## src/pkg/sfr_pkg.sv

```systemverilog
/*
 Constants, types and the command decoder of the serial flash read front end.
 Assumes a 40 MHz system clock and a host that owns the serial clock.
*/
// Overview of operation
// - Entry command sets quad mode; host waits.
// - Exit command or register write leaves quad.
// - Any reset reloads quad from nonvolatile bit.
// - Exit command clears quad; host waits.
// - Instruction one bit per rise; quad four.
// - DDR reads move address and data twice.
// - Address length bit widens address to four.
// - Address bits above 23 are ignored.
// - Mode bits follow address on quad reads.
// - Inputs during dummy cycles are ignored.
// - Latency code sets dummy falls count.
// - Zero dummy: data on releasing fall.
// - DDR dummy end drives eight edge pattern.
// - Chip select high ends the read.
// - Basic read: 3/4 byte address, no latency.
// - Fast read: dummy cycles, single output.
// - Dual output read: two bits per fall.
// - Address increments per byte, wraps zero.
// - Mode nibble A skips next instruction.
package sfr_pkg;
   // Command codes
   localparam logic [7:0] CMD_READ = 8'h03;
   localparam logic [7:0] CMD_READ4 = 8'h13;
   localparam logic [7:0] CMD_FAST = 8'h0b;
   localparam logic [7:0] CMD_FAST4 = 8'h0c;
   localparam logic [7:0] CMD_DUAL = 8'h3b;
   localparam logic [7:0] CMD_DUAL4 = 8'h3c;
   localparam logic [7:0] CMD_QRD = 8'heb;
   localparam logic [7:0] CMD_QDDR = 8'hed;
   localparam logic [7:0] CMD_QEN = 8'h38;
   localparam logic [7:0] CMD_QEX = 8'hf5;
   // Continuous read mode nibble
   localparam logic [3:0] MODE_CONT = 4'ha;
   // Volatile configuration 2 layout
   localparam int CFG2_ALEN = 0;
   localparam int CFG2_QUAD = 3;
   localparam logic [7:0] CFG2_RST = 8'h00;
   localparam logic [7:0] CFG2_WMASK = 8'h09;
   // Field lengths in bits
   localparam logic [5:0] CMD_BITS = 6'h08;
   localparam logic [5:0] MODE_BITS = 6'h08;
   localparam logic [5:0] ALEN3 = 6'h18;
   localparam logic [5:0] ALEN4 = 6'h20;
   localparam logic [3:0] BYTE_BITS = 4'h8;
   localparam int ADDR_W = 24;
   // Lane widths per edge
   localparam logic [2:0] W1 = 3'h1;
   localparam logic [2:0] W2 = 3'h2;
   localparam logic [2:0] W4 = 3'h4;
   // Output enables, low drives
   localparam logic [3:0] OE_W1 = 4'hd;
   localparam logic [3:0] OE_W2 = 4'hc;
   localparam logic [3:0] OE_W4 = 4'h0;
   localparam logic [3:0] OE_OFF = 4'hf;
   // Training pattern and underrun filler
   localparam logic [3:0] DLP_LAST = 4'h4;
   localparam logic [7:0] DLP_PATTERN = 8'h5a;
   localparam logic [7:0] FILL_BYTE = 8'hff;
   // Mode transition times
   localparam int CLK_MHZ = 40;
   localparam int QEN_NS = 1000;
   localparam int QEX_NS = 1000;
   localparam int QEN_CYC = (QEN_NS * CLK_MHZ + 999) / 1000;
   localparam int QEX_CYC = (QEX_NS * CLK_MHZ + 999) / 1000;
   localparam int TR_W = 12;
   // Read data buffer
   localparam int FIFO_DEPTH = 16;
   localparam int FIFO_LVL_W = 5;
   localparam logic [4:0] FILL_LIMIT = 5'h0f;

   // Frame sequencer states
   typedef enum logic [6:0] {
      ST_IDLE = 7'h01,
      ST_CMD = 7'h02,
      ST_ADDR = 7'h04,
      ST_MODE = 7'h08,
      ST_DUMMY = 7'h10,
      ST_DATA = 7'h20,
      ST_SKIP = 7'h40
   } sfr_state_t;

   // Driven side of the four data lines
   typedef struct packed {
      logic [3:0] dout;
      logic [3:0] oe_n;
   } sfr_pad_t;

   // Decoded command attributes
   typedef struct packed {
      logic rd;
      logic enter;
      logic leave;
      logic [5:0] alen;
      logic [2:0] in_w;
      logic [2:0] out_w;
      logic ddr;
      logic dummy;
      logic mode;
   } sfr_cmd_t;

   // Decode an instruction byte
   function automatic sfr_cmd_t sfr_decode(input logic [7:0] code, input logic quad,
                                           input logic alen4);
      sfr_cmd_t c;
      c = '0;
      c.alen = alen4 ? ALEN4 : ALEN3;
      c.in_w = W1;
      c.out_w = W1;
      if (code inside {CMD_READ4, CMD_FAST4, CMD_DUAL4}) begin
         c.alen = ALEN4;
      end
      if (quad) begin
         c.leave = (code == CMD_QEX);
         c.rd = (code inside {CMD_QRD, CMD_QDDR});
         c.in_w = W4;
         c.out_w = W4;
         c.dummy = 1'h1;
         c.mode = 1'h1;
         c.ddr = (code == CMD_QDDR);
      end else begin
         c.enter = (code == CMD_QEN);
         c.rd = (code inside {CMD_READ, CMD_READ4, CMD_FAST, CMD_FAST4,
                              CMD_DUAL, CMD_DUAL4});
         c.dummy = (code inside {CMD_FAST, CMD_FAST4, CMD_DUAL, CMD_DUAL4});
         c.out_w = (code inside {CMD_DUAL, CMD_DUAL4}) ? W2 : W1;
      end
      return c;
   endfunction : sfr_decode

   // Lines driven for a given output width
   function automatic logic [3:0] sfr_oe(input logic [2:0] w);
      case (w)
         W4: return OE_W4;
         W2: return OE_W2;
         default: return OE_W1;
      endcase
   endfunction : sfr_oe
endpackage : sfr_pkg

```

## src/hw/sfr_sync.sv

```systemverilog
/*
 Three stage pin synchroniser with edge pulses, one lane per bit.
 Assumes pins change slower than a few system clocks.
*/
`timescale 1ns/10ps
module sfr_sync #(
   parameter int W = 1,
   parameter logic [W-1:0] INIT = '0
) (
   // Clock and reset
   input wire logic clk,
   input wire logic nrst,
   // Raw pins
   input wire logic [W-1:0] din,
   // Accepted level and edges
   output logic [W-1:0] lvl,
   output logic [W-1:0] rise,
   output logic [W-1:0] fall
);
   for (genvar i = 0; i < W; i++) begin : g_lane
      logic s1; // Metastable stage, read only by s2
      logic s2;
      logic s3;
      logic lv; // Accepted level
      logic ri;
      logic fa;
      // A change counts once stages two and three agree
      always_ff @(posedge clk) begin
         if (!nrst) begin
            s1 <= INIT[i];
            s2 <= INIT[i];
            s3 <= INIT[i];
            lv <= INIT[i];
            ri <= 1'h0;
            fa <= 1'h0;
         end else begin
            s1 <= din[i];
            s2 <= s1;
            s3 <= s2;
            ri <= (s2 == s3) && s3 && !lv;
            fa <= (s2 == s3) && !s3 && lv;
            if (s2 == s3) begin
               lv <= s3;
            end
         end
      end
      assign lvl[i] = lv;
      assign rise[i] = ri;
      assign fall[i] = fa;
   end
endmodule : sfr_sync

```

## src/hw/sfr_fifo.sv

```systemverilog
/*
 Synchronous FIFO with valid/ready on both sides and a flush.
 Assumes DEPTH is a power of two.
*/
`timescale 1ns/10ps
module sfr_fifo #(
   parameter int WIDTH = 8,
   parameter int DEPTH = 16
) (
   // Clock, reset and flush
   input wire logic clk,
   input wire logic nrst,
   input wire logic flush,
   // Fill side
   input wire logic in_valid,
   input wire logic [WIDTH-1:0] in_data,
   output logic in_ready,
   // Drain side
   output logic out_valid,
   output logic [WIDTH-1:0] out_data,
   input wire logic out_ready,
   // Occupancy
   output logic [$clog2(DEPTH):0] level
);
   localparam int AW = $clog2(DEPTH);
   logic [WIDTH-1:0] mem [DEPTH]; // Storage
   logic [AW-1:0] wp; // Write pointer
   logic [AW-1:0] rp; // Read pointer
   logic [AW:0] cnt; // Words held
   logic push;
   logic pop;

   assign in_ready = (cnt != (AW + 1)'(DEPTH));
   assign out_valid = (cnt != '0);
   assign out_data = mem[rp];
   assign level = cnt;
   assign push = in_valid && in_ready && !flush;
   assign pop = out_valid && out_ready && !flush;

   // Storage write
   always_ff @(posedge clk) begin
      if (push) begin
         mem[wp] <= in_data;
      end
   end

   // Pointers and count
   always_ff @(posedge clk) begin
      if (!nrst || flush) begin
         wp <= '0;
         rp <= '0;
         cnt <= '0;
      end else begin
         if (push) begin
            wp <= wp + AW'(1);
         end
         if (pop) begin
            rp <= rp + AW'(1);
         end
         cnt <= cnt + (AW + 1)'(push) - (AW + 1)'(pop);
      end
   end
endmodule : sfr_fifo

```

## src/hw/sfr_front_end.sv

```systemverilog
/*
 Serial flash read front end: quad mode entry and exit, read framing,
 dummy cycles with training pattern, and data return from the array.
 Assumes the serial pins are asynchronous and sampled by clk, and that
 the array streams bytes from arr_addr upward on valid/ready.
*/
`timescale 1ns/10ps
module sfr_front_end
   import sfr_pkg::*;
(
   // Clock and reset
   input wire logic clk,
   input wire logic nrst,
   // Serial link pins
   input wire logic sck,
   input wire logic cs_n,
   input wire logic [3:0] io_in,
   output sfr_pad_t pads,
   // Configuration inputs
   input wire logic cfg2_wr,
   input wire logic [7:0] cfg2_wr_data,
   input wire logic cfg2_nv_quad,
   input wire logic sw_reset,
   input wire logic [3:0] latency_code,
   input wire logic data_training_pattern_en,
   // Status outputs
   output logic [7:0] cfg2_volatile,
   output logic quad_command_mode,
   output logic mode_busy,
   output logic cont_read,
   // Array byte stream
   input wire logic arr_valid,
   input wire logic [7:0] arr_data,
   output logic arr_ready,
   output logic [ADDR_W-1:0] arr_addr
);
   // Synchronised pins
   logic [5:0] pin_lvl;
   logic [5:0] pin_rise;
   logic [5:0] pin_fall;
   logic sck_r; // Serial clock rising
   logic sck_f; // Serial clock falling
   logic cs_r; // Frame end
   logic cs_f; // Frame start
   logic cs_lvl; // Chip select level
   logic [3:0] io_lvl; // Data line levels

   // Frame sequencer
   sfr_state_t state;
   sfr_cmd_t cmd; // Command in progress
   sfr_cmd_t cont_cmd; // Command repeated in continuous read
   sfr_cmd_t dec; // Decode of incoming byte
   logic [31:0] sh; // Input shift register
   logic [31:0] next_sh;
   logic [5:0] bitcnt; // Bits taken in this field
   logic [5:0] next_cnt;
   logic [2:0] in_w; // Input bits per edge
   logic in_edge; // Edge that samples the lines
   logic [3:0] dcnt; // Dummy falls still to pass
   logic mode_seen; // Mode byte fully captured
   logic cont_next; // Mode byte asked for continuous read
   logic cmd_done;
   logic addr_done;
   logic boot; // First cycle after reset

   // Configuration and transition timer
   logic [7:0] next_cfg2;
   logic [TR_W-1:0] busy_cnt;
   logic [TR_W-1:0] next_busy;

   // Output shifter
   logic [7:0] obyte; // Bits left of current byte
   logic [3:0] obits; // Count of those bits
   logic [2:0] dlp_idx; // Pattern edge index
   logic out_edge;
   logic load_byte;
   logic dlp_edge;
   logic [7:0] src;
   logic [3:0] next_dout;
   logic [7:0] next_obyte;
   logic [3:0] next_obits;
   logic dlp_bit;

   // Buffer between array and shifter
   logic fetch_on;
   logic flush;
   logic fifo_in_ready;
   logic fifo_out_valid;
   logic [7:0] fifo_out_data;
   logic [FIFO_LVL_W-1:0] fifo_level;

   // Pin synchroniser, chip select idles high
   sfr_sync #(
      .W(6),
      .INIT(6'h02)
   ) u_sync (
      .clk(clk),
      .nrst(nrst),
      .din({io_in, cs_n, sck}),
      .lvl(pin_lvl),
      .rise(pin_rise),
      .fall(pin_fall)
   );

   assign sck_r = pin_rise[0];
   assign sck_f = pin_fall[0];
   assign cs_r = pin_rise[1];
   assign cs_f = pin_fall[1];
   assign cs_lvl = pin_lvl[1];
   assign io_lvl = pin_lvl[5:2];

   // Read data buffer
   sfr_fifo #(
      .WIDTH(8),
      .DEPTH(FIFO_DEPTH)
   ) u_fifo (
      .clk(clk),
      .nrst(nrst),
      .flush(flush),
      .in_valid(arr_valid && arr_ready),
      .in_data(arr_data),
      .in_ready(fifo_in_ready),
      .out_valid(fifo_out_valid),
      .out_data(fifo_out_data),
      .out_ready(load_byte),
      .level(fifo_level)
   );

   // Input sampling and instruction decode
   always_comb begin
      in_w = (state == ST_CMD) ? (quad_command_mode ? W4 : W1) : cmd.in_w;
      in_edge = !cs_lvl && (sck_r || (cmd.ddr && sck_f &&
                 (state inside {ST_ADDR, ST_MODE})));
      if (in_w == W4) begin
         next_sh = {sh[27:0], io_lvl};
      end else begin
         next_sh = {sh[30:0], io_lvl[0]};
      end
      next_cnt = bitcnt + {3'h0, in_w};
      dec = sfr_decode(next_sh[7:0], quad_command_mode, cfg2_volatile[CFG2_ALEN]);
      cmd_done = (state == ST_CMD) && in_edge && (next_cnt == CMD_BITS);
      addr_done = (state == ST_ADDR) && in_edge && (next_cnt == cmd.alen);
   end

   // Next configuration value
   always_comb begin
      next_cfg2 = cfg2_volatile;
      if (boot || sw_reset) begin
         next_cfg2 = CFG2_RST;
         next_cfg2[CFG2_QUAD] = cfg2_nv_quad;
      end else if (cfg2_wr) begin
         next_cfg2 = (cfg2_volatile & ~CFG2_WMASK) | (cfg2_wr_data & CFG2_WMASK);
      end else if (cmd_done && dec.enter) begin
         next_cfg2[CFG2_QUAD] = 1'h1;
      end else if (cmd_done && dec.leave) begin
         next_cfg2[CFG2_QUAD] = 1'h0;
      end
   end

   // Configuration register and quad mode flag
   always_ff @(posedge clk) begin
      if (!nrst) begin
         boot <= 1'h1;
         cfg2_volatile <= CFG2_RST;
         quad_command_mode <= 1'h0;
      end else begin
         boot <= 1'h0;
         cfg2_volatile <= next_cfg2;
         quad_command_mode <= next_cfg2[CFG2_QUAD];
      end
   end

   // Transition time after a mode entry or exit command
   always_comb begin
      next_busy = busy_cnt;
      if (cmd_done && dec.enter) begin
         next_busy = TR_W'(QEN_CYC);
      end else if (cmd_done && dec.leave) begin
         next_busy = TR_W'(QEX_CYC);
      end else if (busy_cnt != '0) begin
         next_busy = busy_cnt - TR_W'(1);
      end
   end

   // Transition timer register
   always_ff @(posedge clk) begin
      if (!nrst) begin
         busy_cnt <= '0;
         mode_busy <= 1'h0;
      end else begin
         busy_cnt <= next_busy;
         mode_busy <= (next_busy != '0);
      end
   end

   // Frame sequencer
   always_ff @(posedge clk) begin
      if (!nrst) begin
         state <= ST_IDLE;
         cmd <= '0;
         cont_cmd <= '0;
         sh <= '0;
         bitcnt <= '0;
         dcnt <= '0;
         mode_seen <= 1'h0;
         cont_next <= 1'h0;
         cont_read <= 1'h0;
      end else if (cs_r) begin
         // Frame ends at once in any state
         state <= ST_IDLE;
         cont_read <= mode_seen && cont_next;
         mode_seen <= 1'h0;
      end else begin
         case (state)
            ST_IDLE: begin
               if (cs_f) begin
                  bitcnt <= '0;
                  if (mode_busy) begin
                     state <= ST_SKIP;
                  end else if (cont_read) begin
                     cmd <= cont_cmd;
                     state <= ST_ADDR;
                  end else begin
                     state <= ST_CMD;
                  end
               end
            end
            ST_CMD: begin
               if (in_edge) begin
                  sh <= next_sh;
                  bitcnt <= next_cnt;
               end
               if (cmd_done) begin
                  // Unknown or mode codes end the useful frame
                  cmd <= dec;
                  bitcnt <= '0;
                  state <= dec.rd ? ST_ADDR : ST_SKIP;
               end
            end
            ST_ADDR: begin
               if (in_edge) begin
                  sh <= next_sh;
                  bitcnt <= next_cnt;
               end
               if (addr_done) begin
                  bitcnt <= '0;
                  dcnt <= cmd.dummy ? latency_code : '0;
                  state <= cmd.mode ? ST_MODE : ST_DUMMY;
               end
            end
            ST_MODE: begin
               if (in_edge) begin
                  sh <= next_sh;
                  bitcnt <= next_cnt;
                  if (next_cnt == MODE_BITS) begin
                     mode_seen <= 1'h1;
                     cont_next <= (next_sh[7:4] == MODE_CONT);
                     cont_cmd <= cmd;
                     state <= ST_DUMMY;
                  end
               end
            end
            ST_DUMMY: begin
               // Lines are not sampled here
               if (sck_f) begin
                  if (dcnt == '0) begin
                     state <= ST_DATA;
                  end else begin
                     dcnt <= dcnt - 4'h1;
                  end
               end
            end
            ST_DATA: begin
               state <= ST_DATA;
            end
            ST_SKIP: begin
               state <= ST_SKIP;
            end
            default: begin
               state <= ST_IDLE;
            end
         endcase
      end
   end

   // Output edge selection and byte shifting
   always_comb begin
      out_edge = (state == ST_DATA) && (sck_f || (cmd.ddr && sck_r));
      load_byte = ((state == ST_DUMMY) && sck_f && (dcnt == '0)) ||
                  (out_edge && (obits == '0));
      dlp_edge = (state == ST_DUMMY) && cmd.ddr && data_training_pattern_en &&
                 ((sck_f && (dcnt != '0) && (dcnt <= DLP_LAST)) ||
                  (sck_r && (dlp_idx != '0)));
      dlp_bit = DLP_PATTERN[3'h7 - dlp_idx];
      src = load_byte ? (fifo_out_valid ? fifo_out_data : FILL_BYTE) : obyte;
      case (cmd.out_w)
         W4: next_dout = src[7:4];
         W2: next_dout = {2'h0, src[7:6]};
         default: next_dout = {2'h0, src[7], 1'h0};
      endcase
      next_obyte = src << cmd.out_w;
      next_obits = (load_byte ? BYTE_BITS : obits) - {1'h0, cmd.out_w};
   end

   // Pad drivers; released outside data and pattern
   always_ff @(posedge clk) begin
      if (!nrst) begin
         pads <= '{dout: 4'h0, oe_n: OE_OFF};
         obyte <= '0;
         obits <= '0;
         dlp_idx <= '0;
      end else if (cs_r || (state == ST_IDLE)) begin
         pads.oe_n <= OE_OFF;
         obits <= '0;
         dlp_idx <= '0;
      end else if (dlp_edge) begin
         pads.dout <= {4{dlp_bit}};
         pads.oe_n <= sfr_oe(cmd.out_w);
         dlp_idx <= dlp_idx + 3'h1;
      end else if (load_byte || out_edge) begin
         pads.dout <= next_dout;
         pads.oe_n <= sfr_oe(cmd.out_w);
         obyte <= next_obyte;
         obits <= next_obits;
      end
   end

   // Buffer cleared at each new address and at frame end
   assign flush = cs_r || addr_done;

   // Array fetch address and back-pressure
   always_ff @(posedge clk) begin
      if (!nrst) begin
         fetch_on <= 1'h0;
         arr_addr <= '0;
         arr_ready <= 1'h0;
      end else begin
         if (cs_r) begin
            fetch_on <= 1'h0;
         end else if (addr_done) begin
            fetch_on <= 1'h1;
            arr_addr <= next_sh[ADDR_W-1:0];
         end else if (arr_valid && arr_ready) begin
            arr_addr <= arr_addr + ADDR_W'(1);
         end
         arr_ready <= fetch_on && !flush && fifo_in_ready && (fifo_level < FILL_LIMIT);
      end
   end
endmodule : sfr_front_end

```

## config.mk

```make
export PLATFORM = sky130hd
export DESIGN_NAME = sfr_front_end
export DESIGN_NICKNAME = d
export VERILOG_FILES = /design/src/pkg/sfr_pkg.sv /design/src/hw/sfr_sync.sv /design/src/hw/sfr_fifo.sv /design/src/hw/sfr_front_end.sv
export SDC_FILE = /design/constraint.sdc
export NUM_CORES = 1
export LEC_CHECK = 0
export BUFFER_PORTS_ARGS = -buffer_cell sky130_fd_sc_hd__clkbuf_2
export CAP_MARGIN = 20
export CORE_UTILIZATION = 61
export CTS_CLUSTER_DIAMETER = 150
export DETAILED_ROUTE_END_ITERATION = 12
export GPL_ROUTABILITY_DRIVEN = 0
export PLACE_DENSITY = 0.8
export REMOVE_ABC_BUFFERS = 1
export SKIP_CTS_REPAIR_TIMING = 1
export SYNTH_ARGS = -nofsm -noshare
export SYNTH_HDL_FRONTEND = slang
export SYNTH_SLANG_ARGS = --single-unit
```

## constraint.sdc

```tcl
create_clock -name clk -period 6.6 [get_ports clk]
set_input_delay 0.99 -clock clk [delete_from_list [all_inputs] [get_ports clk]]
set_output_delay 0.99 -clock clk [all_outputs]
set_load 0.005 [all_outputs]
```

==> run_results.csv, run 1 <==
group,metric,value,unit
run_status,status,"completed",
worst_setup_path,r2r_end,"u_fifo.level[4]",
drt,route.final.wire_length,32600,µm
cts,clkSlewWorstSetupHoldPaths,0.06,ns
floorplanning,initial_core_utilization,0.621,
power,max-vdd-ir-drop,0.316,mV
power,p_per_area,263,nW/µm²
global_routing,first_global_vias,10431,
placed_design,place.detailed.hpwl,21500,µm
logic_synthesis,synthTopCellsByArea,"edfxtp_1 26%, dfxtp_1 25%, mux4_2 5.3%",
sta,finalHoldWorstSlack,0.413,ns
sta,final-setup-viol-count,0,
logic_synthesis,synth_top_cell_by_area,"edfxtp_1",
floorplanning,die_area,24500,µm²
worst_setup_path,critical_path.top_delay_family,"simple AND/OR/NAND/NOR gates",
logic_synthesis,synth_ff_type,"dfxtp_1",
worst_setup_path,critPathLaunch,"state[0]",
global_routing,overflow,0,
worst_setup_path,worst-endpoint-required,7.00,ns
worst_setup_path,slowest_delay,0.53,ns
placed_design,port_buffers,64,
logic_synthesis,synth_enable_flop_cells,128,
worst_setup_path,ff2ff_setup_slack,1.27,ns
worst_setup_path,timing.critical_path.buf_inv,3,
sta,fin_crit,5.33,ns
global_routing,initial_antenna_violation_count,0,
worst_setup_path,path_depth,21,
sta,maxSlewHeadroom,0.242,
drt,post_drt_wl_per_cell,18.7,µm
sta,worst-slew-pin-transition,1.13,ns
logic_synthesis,yosysWarningCount,0,
floorplanning,io_pins,77,
cts,cts_made_buffers,34,
finish,area_delta_synth_final,10.4,%
worst_setup_path,timing.critical_path.from_type,"flip-flop",
worst_setup_path,worst_path_max_delay_cell,"nor4_1",
worst_setup_path,crit_path_end,"u_fifo.level[4]",
run,max_cap_violations,0,
finish,fin_nets,1470,
worst_setup_path,worst_path_maximum_fanout,18,
logic_synthesis,share_of_flip_flops_with_an_asynchronous_set_or_reset,0,
sta,timing.final.max_slew_violations,0,
drt,via_per_inst,6.18,
global_routing,largest_net_degree_at_the_start_of_global_routing,73,
logic_synthesis,ys_types,88,
finish,fillers,1732,
sta,timing.clock.skew,0.0186,ns
logic_synthesis,synth-seq-area-share,0.514,
finish,drive_above_1_share,0.144,
cts,cts_max_level,2,
global_routing,grt_pass1_wl,53400,µm
worst_setup_path,worst_r2r_startpoint,"state[0]",
worst_setup_path,critical_path_class,"reg2reg",
sta,rsz0062_at_grt,"no",
drt,final_antenna_net_count,0,
cts,clk_root_buffer_cell,"clkbuf_16",
worst_setup_path,endpoint_kind,"flip-flop",
drt,detail_route.iter0.violations,1065,
power,power_leakage,5.51,nW
power,total_power,4.23,mW
logic_synthesis,synthMostInstantiatedCell,"dfxtp_1",
floorplanning,die_extent_in_x,157,µm
logic_synthesis,most_numerous_cell_types_in_the_synthesized_netlist,"182 x dfxtp_1, 168 x nor2_1, 128 x edfxtp_1, 91 x nand2_1, 63 x a21oi_1",
floorplanning,die_height,157,µm
logic_synthesis,ys_seq_elements,310,
sta,final.period_utilization,0.808,
logic_synthesis,post_synthesis_cell_count,1374,
worst_setup_path,worst-r2r-cell-count,21,
finish,antenna_cells_inserted,0,
cts,clock_tree.buffer_depth,3,
worst_setup_path,cp.arrival,5.73,ns
drt,first_pass_iters,5,
finish,post-route-util,0.685,
logic_synthesis,post_synth_instance_area,14600,µm²
worst_setup_path,crit_path_cells,"nor4_1 > nand3_2 > and2_1 > ha_1 > a21o_1 > a21oi_1 > mux2i_1 > a22oi_1 > nor4_2 > nor3_1 > ha_1 > inv_1 > ha_1 > inv_1 > fa_1 > inv_1 > a21oi_1 > nor2_1 > nor2_1 > xor2_1 > nor2_1",
global_routing,grt_use_total,0.276,
sta,clock.fmax,0.187,GHz
drt,route.vias.total,10804,
cts,total_clock_sinks,310,
logic_synthesis,netlist.area_leader.share,0.264,
finish,sequential_cell_area,7490,µm²
cts,cts_tree,"done",
floorplanning,row_count,56,
drt,route.detailed.drc,0,
worst_hold_path,hold_path_class,"reg2reg",
floorplanning,floorplan.core_area,23500,µm²
sta,final.setup.tns,0,ns
sta,finalHoldViolations,0,
cts,worst_skew_pair.late_latency,0.53,ns
finish,multiInputGateArea,6550,µm²
logic_synthesis,syn-mean-instance-area,10.6,µm²
[state kept, by name (all words and copies together) (netlist names), 5 cells and up, named ones only]
| name | flops |
|---|---|
| arr_addr | 24 |
| bitcnt | 6 |
| busy_cnt | 12 |
| cmd | 15 |
| cont_cmd | 15 |
| obyte | 8 |
| pads | 7 |
| sh | 23 |
| state | 7 |
| u_fifo.level | 5 |
| u_fifo.mem | 128 |
| u_sync.g_lane.lv | 6 |
| u_sync.g_lane.s1 | 6 |
| u_sync.g_lane.s2 | 6 |
| u_sync.g_lane.s3 | 6 |
[final cells by class]
type,count,area share
inverter,35,0.00817
clock buffer,46,0.0588
timing repair buffer,78,0.0263
tap,319,0.0248
sequential,310,0.466
clock inverter,14,0.00910
multi-input combinational,945,0.407
[kinds of logic after synthesis]
kind of cell               after synthesis  share of synthesized area
other                                    1                   0.000257
adders and majority gates               33                     0.0299
buffers and inverters                  124                     0.0387
AOI/OAI and AO/OA                      284                      0.133
muxes                                   96                     0.0958
DFF                                    310                      0.514
xor gates and xnor gates                33                     0.0198
and+or+nand+nor                        493                      0.169
[through the flow]
stage	instance area (µm²)	instances	worst slack (ns)
2_1_floorplan	14200	1290	0.703
3_3_place_gp	15000	1686	1.43
3_5_place_dp	15000	1686	1.44
4_1_cts	16100	1746	1.33
5_1_grt	16100	1747	0.670
6_report	16100	1747	1.27
[cell usage in the layout (no fill, tap or decap), types with 23 or more instances in the layout]
| master | n |
|---|---|
| a21oi_1 | 63 |
| clkbuf_2 | 64 |
| nand2_1 | 91 |
| mux2i_1 | 55 |
| and2_1 | 23 |
| nor2_1 | 168 |
| inv_1 | 33 |
| a211oi_1 | 34 |
| ha_1 | 30 |
| edfxtp_1 | 128 |
| mux4_2 | 34 |
| nand3_1 | 46 |
| nor3_1 | 45 |
| dfxtp_1 | 181 |
| o21ai_0 | 52 |
| clkbuf_16 | 34 |
[worst register-to-register path, delay by kind of cell, from the launching register on]
kind | cells | cell delay [ns]
AND/OR/NAND/NOR | 8 | 2.17
adder cells (fa/ha/maj) | 4 | 1.17
AO/OA/AOI/OAI | 4 | 0.87
flip-flops | 1 | 0.40
multiplexers | 1 | 0.30
buffers and inverters | 3 | 0.19
XOR/XNOR | 1 | 0.12
[report_power, final]
group | total [mW] | internal [mW] | switching [mW]
registers | 2.07 | 2.03 | 0.0419
clock network | 1.84 | 1.06 | 0.778
logic | 0.326 | 0.133 | 0.192
total | 4.23 | 3.22 | 1.01
[metal layers]
layer  wire length (µm)  vias up  share of wire  GRT usage
met3               2120       68          0.065     0.0421
li1                   -     5111              -          -
met1              14200     5246           0.44      0.377
met4                824        0          0.025     0.0976
met5                  0        -              0          0
met2              15400      379           0.47      0.448
[how the worst min path moves through the flow]
stage / slack, ns / end / cells past startpoint / start
finish: 0.41 / u_sync.g_lane[1].s2 / 1 / u_sync.g_lane[1].s1
detailed placement: 0.40 / u_sync.g_lane[1].s2 / 1 / u_sync.g_lane[1].s1
CTS: 0.42 / u_sync.g_lane[1].s2 / 1 / u_sync.g_lane[1].s1
global placement: 0.40 / u_sync.g_lane[1].s2 / 1 / u_sync.g_lane[1].s1
global route: 0.45 / u_sync.g_lane[1].s2 / 1 / u_sync.g_lane[1].s1
floorplan: 0.39 / u_sync.g_lane[1].s2 / 1 / u_sync.g_lane[1].s1
(Power assumes the default switching activity.)
==> run 2: changes to the inputs <==
CORE_UTILIZATION = 55   (was 61)
PLACE_DENSITY = 0.76   (was 0.8)
clock period = 4.6 ns   (was 6.6 ns; I/O delays follow)
==> run_results.csv, run 2 (synthesis gave the netlist of run 1 again) <==
group,metric,value,unit
sta,final.period_utilization,0.941,
sta,timing.final.max_slew_violations,0,
global_routing,grt_use_total,0.243,
cts,total_clock_sinks,310,
finish,largest_registers,"u_fifo.mem: 128 flops, arr_addr: 24 flops, sh: 23 flops",
placed_design,postPlaceCellArea,15200,µm²
worst_hold_path,whs_path_depth,2,
sta,final-setup-viol-count,0,
power,net-switching-power,1.40,mW
floorplanning,initial_core_utilization,0.561,
worst_setup_path,worst-r2r-cell-count,13,
drt,post_drt_wl_per_cell,18.2,µm
finish,fin_nets,1505,
sta,worst-slew-pin-transition,0.921,ns
drt,final_antenna_net_count,0,
cts,cts_tree,"done",
finish,drive_above_1_share,0.170,
power,power_leakage,5.65,nW
finish,biggest_register,"u_fifo.mem",
worst_hold_path,hold_path_class,"in2reg",
finish,area_delta_synth_final,12.3,%
drt,via_per_inst,5.99,
worst_setup_path,worst-endpoint-required,5.00,ns
sta,maxSlewHeadroom,0.386,
drt,detail_route.iter0.violations,919,
sta,rsz0062_at_grt,"no",
global_routing,overflow,0,
cts,cts_made_buffers,34,
power,switching_share,0.237,
cts,cts_max_level,2,
drt,route.vias.total,10762,
cts,clkSlewWorstSetupHoldPaths,0.06,ns
finish,mostFrequentLayoutCells,"181 x dfxtp_1, 166 x nor2_1, 128 x edfxtp_1, 91 x nand2_1, 64 x clkbuf_2",
placed_design,place.detailed.hpwl,21600,µm
worst_setup_path,endpoint_kind,"flip-flop",
floorplanning,die_extent_in_x,165,µm
sta,layout_setup_ws,0.271,ns
worst_setup_path,timing.critical_path.from_type,"flip-flop",
power,p_per_area,361,nW/µm²
sta,clock.fmax,0.231,GHz
finish,antenna_cells_inserted,0,
power,share_seq_of_total_power,0.502,
run_status,status,"completed",
power,comb_power_share,0.081,
sta,timing.clock.skew,0.0205,ns
cts,clk_root_buffer_cell,"clkbuf_16",
sta,finalHoldViolations,0,
floorplanning,io_pins,77,
floorplanning,row_count,59,
drt,route.final.wire_length,32800,µm
power,cellInternalPower,4.50,mW
finish,layout.cells.most_common,"dfxtp_1",
global_routing,largest_net_degree_at_the_start_of_global_routing,67,
worst_setup_path,worst_path_maximum_fanout,24,
power,max-vdd-ir-drop,0.420,mV
finish,stdcell_area,16400,µm²
worst_setup_path,cp.arrival,4.73,ns
global_routing,initial_antenna_violation_count,0,
finish,fillers,2042,
worst_setup_path,critical_path_class,"reg2reg",
drt,first_pass_iters,5,
global_routing,grt_pass1_wl,51800,µm
sta,fin_crit,4.33,ns
run,max_cap_violations,0,
global_routing,first_global_vias,10131,
finish,largest_reg_flops,128,
placed_design,port_buffers,64,
cts,clock_tree.buffer_depth,3,
floorplanning,die_height,165,µm
placed_design,place_worst_setup_slack,-0.0415,ns
drt,route.detailed.drc,0,
cts,worst_skew_pair.late_latency,0.52,ns
floorplanning,die_area,27100,µm²
power,clkPwrFrac,0.417,
floorplanning,floorplan.core_area,26000,µm²
## run 2: cell types whose count changed in the layout (fill, tap and decap cells not counted), moves of 2 or more
cell,before,now
buf_4,13,49
clkbuf_1,7,14
a21oi_1,63,61
nor2_1,168,166
clkinvlp_4,3,1
clkbuf_8,5,1
fa_1,3,1
fa_2,0,2
a21oi_2,2,4
## run 2: layer usage
layer,wire [µm],track usage
met5,0,0
met4,759,0.0767
met3,1610,0.0379
met2,16100,0.412
met1,14300,0.319
## run 2: critical path, stage by stage (launching register included)
cell,delay [ns]
dfxtp_1,0.31
nor4_2,0.29
buf_4,0.18
nand3_4,0.11
buf_4,0.16
and2_1,0.17
ha_1,0.27
a21o_1,0.17
a21oi_2,0.25
mux2i_2,0.30
a22oi_2,0.15
or4_1,0.82
a21o_1,0.58
o221a_2,0.43
## run 2: area by class of cell
cell class,count,area [µm²],area share
clock inverters,11,77.6,0.00474
multi-input cells,945,6650,0.406
clock buffers,49,917,0.0560
inverters,35,131,0.00803
repair buffers,113,688,0.0420
flip-flops and latches,310,7490,0.457
well taps,335,419,0.0256
## run 2: path summary, 6_finish.rpt
path / startpoint / slack (ns) / end
worst max-delay path: state[4] / 0.27 / arr_addr[9]
worst min-delay path: cs_n / 0.37 / u_sync.g_lane[1].s1
worst max register to register: state[4] / 0.27 / arr_addr[9]
worst min register to register: u_sync.g_lane[1].s1 / 0.41 / u_sync.g_lane[1].s2
## run 2: power groups by stage
stage,clock (mW),combinational (mW),sequential (mW)
CTS,2.50,0.474,2.96
detailed placement,0,0.466,3.02
floorplan,0,0.344,3.01
global route,2.62,0.528,2.97
finish,2.46,0.477,2.97
global placement,0,0.452,3.02
## run 2: per-stage QoR
| step | hold slack, ns | power, mW | setup TNS [ns] | util | cells |
|---|---|---|---|---|---|
| 2_1_floorplan | 0.386 | 3.36 | -6.16 | - | 1290 |
| 3_3_place_gp | 0.396 | 3.47 | 0 | 0.586 | 1733 |
| 3_5_place_dp | 0.402 | 3.49 | -0.0415 | 0.586 | 1733 |
| 4_1_cts | 0.360 | 5.94 | -0.138 | 0.625 | 1793 |
| 5_1_grt | 0.361 | 6.11 | 0 | 0.630 | 1798 |
| 6_report | 0.371 | 5.90 | 0 | 0.630 | 1798 |
